$ cat config.mk
export PLATFORM = sky130hd
export DESIGN_NAME = sas_sequencer
export DESIGN_NICKNAME = d
export VERILOG_FILES = /design/src/sas_pkg.sv /design/src/sas_prescaler.sv /design/src/sas_trig_sync.sv /design/src/sas_sequencer.sv
export SDC_FILE = /design/constraint.sdc
export NUM_CORES = 1
export LEC_CHECK = 0
export ABC_AREA = 1
export BUFFER_PORTS_ARGS = -buffer_cell sky130_fd_sc_hd__buf_2
export CORE_MARGIN = 10
export CORE_UTILIZATION = 45
export CTS_BUF_LIST = sky130_fd_sc_hd__clkbuf_16
export DETAILED_ROUTE_END_ITERATION = 8
export GPL_TIMING_DRIVEN = 0
export PLACE_DENSITY = 0.72
export SETUP_SLACK_MARGIN = 0.02
export SLEW_MARGIN = 20
export SYNTH_ARGS = -nofsm -noshare
export SYNTH_HDL_FRONTEND = slang
export SYNTH_HIERARCHICAL = 1
export SYNTH_SLANG_ARGS = --single-unit
$ cat constraint.sdc
create_clock -name pclk -period 3.1 [get_ports pclk]
set_input_delay 0.155 -clock pclk [delete_from_list [all_inputs] [get_ports pclk]]
set_output_delay 0.155 -clock pclk [all_outputs]
set_load 0.005 [all_outputs]
$ cat src/sas_pkg.sv
package sas_pkg;
   // clock of the whole block and the lowest cpu clock the prescaler serves
   localparam int unsigned CLK_HZ = 125_000_000;
   localparam int unsigned MIN_CPU_HZ = 100_000;

   // register byte offsets
   localparam logic [11:0] CTRL_OFS = 12'h000;
   localparam logic [11:0] SEL_OFS = 12'h004;
   localparam logic [11:0] STAT_OFS = 12'h008;
   localparam logic [11:0] RES_OFS = 12'h00c;

   // control_status_a field positions
   localparam int unsigned ON_BIT = 0;
   localparam int unsigned START_BIT = 1;
   localparam int unsigned AUTO_BIT = 2;
   localparam int unsigned DONE_BIT = 3;
   localparam int unsigned DIV_LSB = 4;
   localparam int unsigned FREE_BIT = 7;
   localparam int unsigned DIFF_BIT = 8;

   // input_select_reg field positions
   localparam int unsigned CHAN_LSB = 0;
   localparam int unsigned REF_LSB = 6;

   // field widths
   localparam int unsigned DIV_W = 3;
   localparam int unsigned CHAN_W = 5;
   localparam int unsigned REF_W = 2;
   localparam int unsigned RES_W = 10;
   localparam int unsigned HALF_W = 6;

   // reset values
   localparam logic [DIV_W-1:0] DIV_RST = 3'h0;
   localparam logic [CHAN_W-1:0] CHAN_RST = 5'h00;
   localparam logic [REF_W-1:0] REF_RST = 2'h0;

   // conversion timing, counted in converter half cycles
   localparam logic [HALF_W-1:0] NORM_SH_HALF = 6'h03;    // 1.5 cycles
   localparam logic [HALF_W-1:0] NORM_DONE_HALF = 6'h1a;  // 13 cycles
   localparam logic [HALF_W-1:0] FIRST_SH_HALF = 6'h1b;   // 13.5 cycles
   localparam logic [HALF_W-1:0] FIRST_DONE_HALF = 6'h32; // 25 cycles
   localparam logic [HALF_W-1:0] AUTO_SH_HALF = 6'h04;    // 2 cycles
   localparam logic [HALF_W-1:0] AUTO_DONE_HALF = 6'h1b;  // 13.5 cycles
   localparam logic [HALF_W-1:0] DIFF_SYNC_HALF = 6'h02;  // one extra cycle
   localparam logic [HALF_W-1:0] LAST_CYC_HALF = 6'h02;   // final converter cycle

   // trigger synchroniser depth in cpu cycles
   localparam int unsigned TRIG_SYNC_CYC = 3;

   typedef enum logic [1:0] {ST_IDLE, ST_ARMED, ST_CONV} sas_state_t;
endpackage

$ cat src/sas_prescaler.sv
`timescale 1ns/1ps
`default_nettype none
module sas_prescaler
   import sas_pkg::*;
#(
   parameter int unsigned CNT_W = 8
) (
   // clock and reset
   input wire logic pclk,
   input wire logic presetn,
   // control
   input wire logic run,
   input wire logic clr,
   input wire logic [DIV_W-1:0] div_sel,
   // converter clock edges as enables
   output logic conv_rise,
   output logic conv_fall
);
   logic [CNT_W-1:0] cnt_reg;
   logic [CNT_W-1:0] cnt_next;
   logic [CNT_W-1:0] top;

   // power-of-two ratio, codes 0 and 1 both divide by two
   function automatic logic [CNT_W-1:0] ratio_top(input logic [DIV_W-1:0] sel);
      logic [CNT_W:0] r;
      r = (sel == 3'h0) ? (CNT_W+1)'(2) : (CNT_W+1)'(1) << sel;
      return CNT_W'(r - (CNT_W+1)'(1));
   endfunction

   assign top = ratio_top(div_sel);

   // held in reset while converter is off or a trigger restarts it
   always_comb begin
      if (!run || clr) begin
         cnt_next = '0;
      end else if (cnt_reg == top) begin
         cnt_next = '0;
      end else begin
         cnt_next = cnt_reg + CNT_W'(1);
      end
   end

   always_ff @(posedge pclk or negedge presetn) begin
      if (!presetn) begin
         cnt_reg <= '0;
      end else begin
         cnt_reg <= cnt_next;
      end
   end

   // rising edge at wrap, falling edge half way through the period
   assign conv_rise = run && !clr && (cnt_reg == top);
   assign conv_fall = run && !clr && (cnt_reg == (top >> 1));
endmodule
`default_nettype wire

$ cat src/sas_trig_sync.sv
`timescale 1ns/1ps
`default_nettype none
module sas_trig_sync
   import sas_pkg::*;
(
   // clock and reset
   input wire logic pclk,
   input wire logic presetn,
   // asynchronous trigger and its rising edge
   input wire logic trig_in,
   output logic trig_rise
);
   logic [TRIG_SYNC_CYC-1:0] sh_reg;
   logic [TRIG_SYNC_CYC-1:0] sh_next;

   // two flops for metastability, third only for edge detection
   always_comb begin
      sh_next = {sh_reg[TRIG_SYNC_CYC-2:0], trig_in};
   end

   always_ff @(posedge pclk or negedge presetn) begin
      if (!presetn) begin
         sh_reg <= '0;
      end else begin
         sh_reg <= sh_next;
      end
   end

   assign trig_rise = sh_reg[1] && !sh_reg[2];
endmodule
`default_nettype wire

$ cat src/sas_sequencer.sv
`timescale 1ns/1ps
`default_nettype none
module sas_sequencer
   import sas_pkg::*;
(
   // apb clock and reset
   input wire logic pclk,
   input wire logic presetn,
   // apb slave
   input wire logic psel,
   input wire logic penable,
   input wire logic pwrite,
   input wire logic [11:0] paddr,
   input wire logic [31:0] pwdata,
   output logic [31:0] prdata,
   output logic pready,
   output logic pslverr,
   // converter side
   input wire logic trig_in,
   input wire logic [RES_W-1:0] conv_result_in,
   output logic sample_hold,
   output logic conv_done,
   output logic conv_busy,
   output logic conv_tick,
   output logic half_rate_conv_clock,
   output logic [CHAN_W-1:0] working_channel,
   output logic [REF_W-1:0] working_ref
);
   // control and state registers
   sas_state_t state_reg, state_next;
   logic on_reg, on_next;
   logic auto_reg, auto_next;
   logic free_reg, free_next;
   logic diff_reg, diff_next;
   logic [DIV_W-1:0] div_reg, div_next;
   logic start_reg, start_next;
   logic done_reg, done_next;
   logic first_reg, first_next;
   logic hr_reg, hr_next;
   logic [HALF_W-1:0] cnt_reg, cnt_next;
   logic [HALF_W-1:0] sh_tgt_reg, sh_tgt_next;
   logic [HALF_W-1:0] done_tgt_reg, done_tgt_next;
   logic [CHAN_W-1:0] chan_tmp_reg, chan_tmp_next;
   logic [REF_W-1:0] ref_tmp_reg, ref_tmp_next;
   logic [CHAN_W-1:0] chan_reg, chan_next;
   logic [REF_W-1:0] ref_reg, ref_next;
   logic [RES_W-1:0] res_reg, res_next;
   logic sh_reg, sh_next;
   logic cdone_reg, cdone_next;
   logic tick_reg, tick_next;
   // bus registers
   logic pready_reg, pready_next;
   logic pslverr_reg, pslverr_next;
   logic [31:0] prdata_reg, prdata_next;
   // internal wires
   logic conv_rise, conv_fall, trig_rise, trig_fire, lock;
   logic wr_ctrl, wr_sel, acc;
   logic [HALF_W-1:0] cnt_inc;

   // register index from byte address, 3'h4 means unmapped
   function automatic logic [2:0] reg_idx(input logic [11:0] a);
      if (a == CTRL_OFS) begin
         return 3'h0;
      end else if (a == SEL_OFS) begin
         return 3'h1;
      end else if (a == STAT_OFS) begin
         return 3'h2;
      end else if (a == RES_OFS) begin
         return 3'h3;
      end else begin
         return 3'h4;
      end
   endfunction

   sas_prescaler #(.CNT_W(8)) u_presc (
      .pclk(pclk),
      .presetn(presetn),
      .run(on_reg),
      .clr(trig_fire),
      .div_sel(div_reg),
      .conv_rise(conv_rise),
      .conv_fall(conv_fall)
   );

   sas_trig_sync u_trig (
      .pclk(pclk),
      .presetn(presetn),
      .trig_in(trig_in),
      .trig_rise(trig_rise)
   );

   // bus access strobes; pready comes one cycle into the access phase
   assign acc = psel && penable && pready_reg;
   assign wr_ctrl = acc && pwrite && (reg_idx(paddr) == 3'h0);
   assign wr_sel = acc && pwrite && (reg_idx(paddr) == 3'h1);

   // external trigger only when idle; free running uses completion instead
   assign trig_fire = on_reg && auto_reg && !free_reg && trig_rise &&
      (state_reg == ST_IDLE);

   // locked from start until the last converter cycle
   assign lock = (state_reg == ST_CONV) &&
      (cnt_reg < (done_tgt_reg - LAST_CYC_HALF));
   assign cnt_inc = cnt_reg + HALF_W'(1);

   // conversion sequencer
   always_comb begin
      state_next = state_reg;
      start_next = start_reg;
      done_next = done_reg;
      first_next = first_reg;
      hr_next = hr_reg;
      cnt_next = cnt_reg;
      sh_tgt_next = sh_tgt_reg;
      done_tgt_next = done_tgt_reg;
      res_next = res_reg;
      sh_next = 1'b0;
      cdone_next = 1'b0;
      tick_next = conv_rise;
      // half-rate clock restarts with the prescaler
      if (trig_fire) begin
         hr_next = 1'b0;
      end else if (conv_rise) begin
         hr_next = !hr_reg;
      end
      case (state_reg)
         ST_IDLE: begin
            if (trig_fire) begin
               state_next = ST_CONV;
               cnt_next = '0;
               first_next = 1'b0;
               if (first_reg || diff_reg) begin
                  sh_tgt_next = FIRST_SH_HALF;
                  done_tgt_next = FIRST_DONE_HALF;
               end else begin
                  sh_tgt_next = AUTO_SH_HALF;
                  done_tgt_next = AUTO_DONE_HALF;
               end
            end else if (start_reg) begin
               state_next = ST_ARMED;
            end
         end
         ST_ARMED: begin
            if (conv_rise) begin
               state_next = ST_CONV;
               cnt_next = '0;
               first_next = 1'b0;
               if (first_reg) begin
                  sh_tgt_next = FIRST_SH_HALF;
                  done_tgt_next = FIRST_DONE_HALF;
               end else if (diff_reg && hr_reg) begin
                  sh_tgt_next = NORM_SH_HALF + DIFF_SYNC_HALF;
                  done_tgt_next = NORM_DONE_HALF + DIFF_SYNC_HALF;
               end else begin
                  sh_tgt_next = NORM_SH_HALF;
                  done_tgt_next = NORM_DONE_HALF;
               end
            end
         end
         ST_CONV: begin
            if (conv_rise || conv_fall) begin
               cnt_next = cnt_inc;
               if (cnt_inc == sh_tgt_reg) begin
                  sh_next = 1'b1;
               end
               if (cnt_inc == done_tgt_reg) begin
                  res_next = conv_result_in;
                  done_next = 1'b1;
                  cdone_next = 1'b1;
                  if (auto_reg && free_reg) begin
                     cnt_next = '0;
                     sh_tgt_next = NORM_SH_HALF + (diff_reg ? DIFF_SYNC_HALF : '0);
                     done_tgt_next = NORM_DONE_HALF + (diff_reg ? DIFF_SYNC_HALF : '0);
                  end else begin
                     state_next = ST_IDLE;
                     start_next = 1'b0;
                  end
               end
            end
         end
         default: begin
            state_next = ST_IDLE;
         end
      endcase
      // software clears the flag by writing one; a same-cycle set wins
      if (wr_ctrl && pwdata[DONE_BIT] && !cdone_next) begin
         done_next = 1'b0;
      end
      // writing zero to start has no effect; writing one together with on wins over a clear
      if (wr_ctrl && pwdata[START_BIT] && pwdata[ON_BIT]) begin
         start_next = 1'b1;
      end
      // switching on schedules the extended conversion
      if (wr_ctrl && pwdata[ON_BIT] && !on_reg) begin
         first_next = 1'b1;
      end
      // switching off aborts everything
      if (!on_reg) begin
         state_next = ST_IDLE;
         start_next = start_next && wr_ctrl && pwdata[ON_BIT];
         cnt_next = '0;
         hr_next = 1'b0;
         sh_next = 1'b0;
         cdone_next = 1'b0;
      end
   end

   // control bits and selection buffering
   always_comb begin
      on_next = on_reg;
      auto_next = auto_reg;
      free_next = free_reg;
      diff_next = diff_reg;
      div_next = div_reg;
      chan_tmp_next = chan_tmp_reg;
      ref_tmp_next = ref_tmp_reg;
      chan_next = chan_reg;
      ref_next = ref_reg;
      if (wr_ctrl) begin
         on_next = pwdata[ON_BIT];
         auto_next = pwdata[AUTO_BIT];
         free_next = pwdata[FREE_BIT];
         diff_next = pwdata[DIFF_BIT];
         div_next = pwdata[DIV_LSB +: DIV_W];
      end
      if (wr_sel) begin
         chan_tmp_next = pwdata[CHAN_LSB +: CHAN_W];
         ref_tmp_next = pwdata[REF_LSB +: REF_W];
      end
      // working selection only moves while enabled and unlocked
      if (on_reg && !lock) begin
         chan_next = chan_tmp_reg;
         ref_next = ref_tmp_reg;
      end
   end

   // apb answer: one wait state, data captured with pready
   always_comb begin
      pready_next = psel && penable && !pready_reg;
      pslverr_next = 1'b0;
      prdata_next = '0;
      if (pready_next) begin
         if (reg_idx(paddr) == 3'h0) begin
            prdata_next[ON_BIT] = on_reg;
            prdata_next[START_BIT] = start_reg || (state_reg != ST_IDLE);
            prdata_next[AUTO_BIT] = auto_reg;
            prdata_next[DONE_BIT] = done_reg;
            prdata_next[DIV_LSB +: DIV_W] = div_reg;
            prdata_next[FREE_BIT] = free_reg;
            prdata_next[DIFF_BIT] = diff_reg;
         end else if (reg_idx(paddr) == 3'h1) begin
            prdata_next[CHAN_LSB +: CHAN_W] = chan_tmp_reg;
            prdata_next[REF_LSB +: REF_W] = ref_tmp_reg;
         end else if (reg_idx(paddr) == 3'h2) begin
            prdata_next[CHAN_LSB +: CHAN_W] = chan_reg;
            prdata_next[REF_LSB +: REF_W] = ref_reg;
            prdata_next[8] = (state_reg == ST_CONV);
            prdata_next[9] = lock;
            prdata_next[10] = hr_reg;
            prdata_next[11] = first_reg;
         end else if (reg_idx(paddr) == 3'h3) begin
            prdata_next[RES_W-1:0] = res_reg;
         end else begin
            pslverr_next = 1'b1;
         end
      end
   end

   always_ff @(posedge pclk or negedge presetn) begin
      if (!presetn) begin
         state_reg <= ST_IDLE;
         on_reg <= 1'b0;
         auto_reg <= 1'b0;
         free_reg <= 1'b0;
         diff_reg <= 1'b0;
         div_reg <= DIV_RST;
         start_reg <= 1'b0;
         done_reg <= 1'b0;
         first_reg <= 1'b1;
         hr_reg <= 1'b0;
         cnt_reg <= '0;
         sh_tgt_reg <= NORM_SH_HALF;
         done_tgt_reg <= NORM_DONE_HALF;
         chan_tmp_reg <= CHAN_RST;
         ref_tmp_reg <= REF_RST;
         chan_reg <= CHAN_RST;
         ref_reg <= REF_RST;
         res_reg <= '0;
         sh_reg <= 1'b0;
         cdone_reg <= 1'b0;
         tick_reg <= 1'b0;
         pready_reg <= 1'b0;
         pslverr_reg <= 1'b0;
         prdata_reg <= '0;
      end else begin
         state_reg <= state_next;
         on_reg <= on_next;
         auto_reg <= auto_next;
         free_reg <= free_next;
         diff_reg <= diff_next;
         div_reg <= div_next;
         start_reg <= start_next;
         done_reg <= done_next;
         first_reg <= first_next;
         hr_reg <= hr_next;
         cnt_reg <= cnt_next;
         sh_tgt_reg <= sh_tgt_next;
         done_tgt_reg <= done_tgt_next;
         chan_tmp_reg <= chan_tmp_next;
         ref_tmp_reg <= ref_tmp_next;
         chan_reg <= chan_next;
         ref_reg <= ref_next;
         res_reg <= res_next;
         sh_reg <= sh_next;
         cdone_reg <= cdone_next;
         tick_reg <= tick_next;
         pready_reg <= pready_next;
         pslverr_reg <= pslverr_next;
         prdata_reg <= prdata_next;
      end
   end

   // outputs straight from flops, except conv_busy decoded from state_reg
   assign prdata = prdata_reg;
   assign pready = pready_reg;
   assign pslverr = pslverr_reg;
   assign sample_hold = sh_reg;
   assign conv_done = cdone_reg;
   assign conv_busy = (state_reg == ST_CONV);
   assign conv_tick = tick_reg;
   assign half_rate_conv_clock = hr_reg;
   assign working_channel = chan_reg;
   assign working_ref = ref_reg;
endmodule
`default_nettype wire

# Yosys cells after proc, flatten, opt, wreduce, memory -nomap -nowiden
# Index checks and enable logic that the tools add are counted.
# word_totals
regBits	83
output_inout_bits	46
wordCells	210
# op_classes
addsub	6
n_lt_le_gt_ge	1
eq_ne	28
shifts	1
n_mux	93
reduce_logical	55
# ops
cell	n
2-to-1 mux 6 bit	18
case mux 6 bit (3 select lines)	3
2-to-1 mux 3 bit	17
2-to-1 mux 1 bit	31
logical AND 1 bit	26
equality test 12 x 4 -> 1 bit (second input constant)	2
2-to-1 mux 8 bit	3
2-to-1 mux 2 bit	10
2-to-1 mux 5 bit	4
equality test 12 x 3 -> 1 bit (second input constant)	1
equality test 6 bit	2
zero test 12 bit	1
2-to-1 mux 12 bit	1
2-to-1 mux 10 bit	1
zero test 3 bit	3
2-to-1 mux 9 bit	1
!= test 3 x 2 -> 1 bit (second input constant)	3
!= test 3 bit (second input constant)	3
AND reduction 3 bit	3
adder 8 x 1 -> 8 bit (second input constant)	1
equality test 8 x 7 -> 1 bit	1
equality test 8 bit	1
zero test 1 bit	8
2-to-1 mux 4 bit	2
25 further kinds	38

# Depth between registers and ports, before layout
# depth
ltp_word	24
depth_mapped	22
depth_no_buf	21

# Hierarchy
# The synthesis kept the hierarchy.
# by_module_without_submodules
mod	instances	cells_each	area_each_um2
sas_sequencer	1	472	3732.3
sas_prescaler	1	115	767.0
sas_trig_sync	1	5	85.1

# Worst setup path after synthesis
# OpenSTA, ideal clock, no wires.
# synth_path
kind	reg-to-reg
from	reg div_reg[1]
to	reg done_tgt_reg[0]
setup_time_ns	0.117
arrival_ns	2.463
t_required_ns	2.983
path_slack_ns	0.520
stages_incl_launch_ff	19
path_buffers	1
cell_sequence	dfrtp_1 > nor2_2 > inv_2 > ha_1 > inv_1 > nand2_1 > nand2_1 > nor2_1 > nand2_2 > nor2_4 > nand3_4 > nor2_2 > nor2_1 > a21oi_1 > and3b_1 > buf_2 > nand3_2 > nand2_1 > nand2_1
# synth_between
elab_chain_len	8
word_cells_on_any_way	12
cone_classes	1 x add/sub; 4 x eq/ne; 1 x shift; 1 x mux; 5 x reduce/logical
# synth_rtl
element	line	source
start, declared	sas_sequencer.sv:35	logic [DIV_W-1:0] div_reg, div_next;
start signal, assigned	sas_sequencer.sv:301	div_reg <= div_next;
zero test 3 bit / << shifter 1 x 3 -> 8 bit (equally long branches)	sas_prescaler.sv:26	r = (sel == 3'h0) ? (CNT_W+1)'(2) : (CNT_W+1)'(1) << sel;
2-to-1 mux 8 bit *	sas_prescaler.sv:26	
subtractor 8 x 1 -> 8 bit *	sas_prescaler.sv:27	return CNT_W'(r - (CNT_W+1)'(1));
equality test 8 bit *	sas_prescaler.sv:52	assign conv_rise = run && !clr && (cnt_reg == top);
logical AND 1 bit *	sas_prescaler.sv:52	
via conv_rise	sas_sequencer.sv:56	logic conv_rise, conv_fall, trig_rise, trig_fire, lock;
logical OR 1 bit	sas_sequencer.sv:161	if (conv_rise || conv_fall) begin
!= test 2 x 1 -> 1 bit (no line)	n/a	
AND reduction 6 bit (no line) *	n/a	
end signal, assigned	sas_sequencer.sv:308	done_tgt_reg <= done_tgt_next;
end, declared	sas_sequencer.sv:42	logic [HALF_W-1:0] done_tgt_reg, done_tgt_next;
# The timed path passes the listed nets; every way through them passes the cells marked *.
# A chain may end at the register's enable or synchronous reset.

==> impl_results.md <==
* Hold wc startpoint: pwdata[5]
* DRT iter0 DRCs at 206
* Worst setup EP type: register
* Final setup violation count at 0
* Gr usage total at 16.30%
* Max clock buf depth at 2
* Final Hold Viols at 0
* Number of clock sinks at 79
* Avg Cell Area, Syn at 7.744 um^2
* Minimum period implied by the final worst setup slack at 2.819 ns
* Wire length of the first global-routing pass at 19670 um
* Cells along the critical path: buf_6, nor2_1, nand2_1, ha_4, inv_1, nand2_1, nand2_1, nor2_2, nand2_2, nor2_4, nand3_4, nor2_4, nor2_2, a21oi_2, nor2_1, inv_1, nand3_2, inv_2, nand2_1, nor2_1, nand2_1, o21ai_0
* Crit path launch type: register
* Proportion of synthesized chip area in sequential cells at 43.26%
* Max FFs per register at 12
* First-pass DRT Iterations at 5
* Net count reported at finish at 767
* Depth of the CTS H-tree at 3
* Library cell contributing the largest single delay on the critical path: sky130_fd_sc_hd__dfrtp_2
* TritonCTS clock tree: done
* Vias in the first global route at 3989
* Weighted congestion reported at the end of routability-driven placement at 0.8981
* Arrival time at the worst endpoint at 3.06 ns
* Number of CTS-inserted buffers at 9
* Buffer cell driving the clock tree root: sky130_fd_sc_hd__clkbuf_16
* Num ports at 106
* Flip-flop and latch count after synthesis at 79
* Number of library cell types mapped by synthesis at 41
* R2r endpoint: cnt_reg[2]
* Top fanout value on the critical path at 10
* Number of core rows at 36
* FF/Latch Area at 1986 um^2
* Power density cells at 575.8 nW/um^2
* Count of cells along the worst hold path at 3
* Number of fillers in the final layout at 902
* Area added between synthesis and finish at 21.21%
* Placeable core region at 9864 um^2
* Post-layout power at 3.200 mW
* End-of-flow core utilization at 56.33%
* Placed cells at 807
* Worst clock skew at 0.008490 ns
* IR Drop Worst-Case VDD at 0.0003647 V
* Via Count at 4052
* Rel. slew slack at 49.58%
* Multi-input gate area in the final layout at 2212 um^2
* Effective utilization at floorplan at 46.47%
* Non-filler instance count after layout at 831
* Antenna Violating Nets Remaining at 0
* Floorplan die area at 14630 um^2
* Launch instance of the worst register-to-register path: div_reg[2]
* Sum Neg Setup Slack at 0 ns
* Number of vias per cell after detailed routing at 4.876
* Routed WL per cell at 13.89 um
* Total wire length after detailed routing at 11540 um
* MaxCap Viol Count at 0
* Transition time at the pin with the least slew margin at 0.7536 ns
* Most used cell along the critical path: sky130_fd_sc_hd__nand2_1
* Clock slew at the register clock pins of the worst setup and hold paths at 0.06 ns
* Min-Delay Endpoint: div_reg[1]
* Post-detailed-placement cell area at 5162 um^2
* CP peak stage delay at 0.45 ns
* IO Port Bufs at 62
* Final Max Tran Viols at 0
* Count of warnings emitted by yosys at 6
* Leading cell type in the layout, fill and taps excluded: sky130_fd_sc_hd__nand2_1
* Part of the cycle the worst path needs at 90.93%
* Maximum achievable frequency at 354.7 MHz
* Crit path kind: reg -> reg
* Share of layout cells above drive strength 1 at 24.21%
* Sum of overflow across all layers after global routing at 0
* Total non-filler cell area in the finished layout at 5557 um^2
* Number of instances in the synthesized netlist at 592
* Initial antenna violation count at 0
* Commonest cells after routing, fill and taps aside: sky130_fd_sc_hd__nand2_1, sky130_fd_sc_hd__dfrtp_1, sky130_fd_sc_hd__inv_1
* Crit path required time at 3.34 ns
* Register-to-Register Setup Slack at 0.28 ns
* Die Width at 120.9 um
* Maximum number of pins on one net before global-route repair at 49
* Final antenna diode count at 0
* Static leakage power at 2.975 nW
* Run status: finished, final reports clean
* Netlist area before placement at 4584 um^2
* Clock Latency Late Sink at 0.34 ns
* Min-Delay Path Class: in -> reg
* DP Wirelength at 8989 um
* FF-to-FF path depth at 22
* Die outline height at 120.9 um
* Setup repair after global routing missed its margin: no
* Drc violations at 0
-- stage by stage --
stage,setup slack (ns),hold WS [ns]
floorplan,0.5198,-0.1406
finish,0.2811,0.02572
detailed placement,-0.04800,0.1250
global placement,0.04137,0.2649
CTS,0.07451,0.01691
global route,0.009260,0.01902
-- cell type report --
type / count / share of cell area [%]
buffer: 32 / 4.053
clock buffer: 9 / 4.053
clock inverter: 7 / 0.9908
inverter: 75 / 5.066
multi-input combinational: 425 / 39.81
sequential: 79 / 35.74
tap: 133 / 2.995
timing repair buffer: 71 / 7.296
-- critical path: cells and delay by family, from the launching register on --
family,cells,cell delay (ns)
compound gates,2,0.23
fa+ha+maj,1,0.30
buf+inv,4,0.39
flops,1,0.45
simple gates,15,1.35
-- cell families (layout without fill, tap and decap cells) --
group	after synthesis	count (layout)	share of synthesized area [%]
buffers and inverters	107	194	11.05
DFF	79	79	43.26
muxes	5	5	1.228
other	1	20	0.08180
AOI/OAI and AO/OA	69	69	8.543
adders and majority gates	14	14	3.821
xor gates and xnor gates	7	7	1.337
and+or+nand+nor	310	310	30.68
-- cell usage after synthesis, drive strengths merged --
cell type	number	area share (%)
a211oi	1	0.16
a21oi	22	2.4
a31oi	1	0.14
and3b	1	0.19
buf	30	4.7
clkbuf	2	0.16
conb	1	0.082
dfrtp	74	40
dfstp	5	2.9
ha	14	3.8
inv	75	6.1
mux2	5	1.2
nand2	165	14
nand3	49	5.9
nand3b	2	0.33
nand4	8	1.2
nor2	72	6.8
nor3	10	1.2
nor3b	2	0.33
o2111ai	1	0.19
o211ai	7	1.1
o21a	2	0.33
o21ai	30	3.3
o221ai	2	0.38
o22a	1	0.19
o31ai	2	0.33
or2	1	0.14
xnor2	2	0.38
xor2	5	0.96
-- how the worst max path moves through the flow --
stage / from / to / slack, ns / cells after the start
2_1_floorplan: div_reg[1] / done_tgt_reg[0] / 0.52 / 18
3_3_place_gp: div_reg[1] / cnt_reg[4] / 0.04 / 21
3_5_place_dp: div_reg[1] / cnt_reg[2] / -0.05 / 21
4_1_cts: div_reg[2] / cnt_reg[2] / 0.07 / 22
5_1_grt: div_reg[2] / cnt_reg[2] / 0.009 / 22
6_report: div_reg[2] / cnt_reg[2] / 0.28 / 22
-- what timing repair did --
| item | 4_1_cts | 5_1_grt |
|---|---|---|
| resized for setup | 2 | 10 |
| endpoints found under the setup margin | 13 | 27 |
| hold endpoints to repair | 28 | 0 |
| pin swaps | 0 | 2 |
| hold buffers | 2 | 0 |
| buffers inserted | 0 | 6 |
-- power by group --
part           switching (mW)  total, mW  internal, mW
Combinational           0.599      0.983         0.384
Clock                   0.445      0.994         0.549
Sequential             0.0891       1.22          1.13
-- layer usage --
metal	routed length [um]	part of all wire, %	global-route usage [%]	up-vias
met5	0	0	0	-
met1	5130	44	20.85	1882
li1	-	-	-	2057
met3	642	5.6	4.793	9
met2	5688	49	26.87	104
met4	82	0.71	2.941	0
Power figures use the tool's default switching activity.
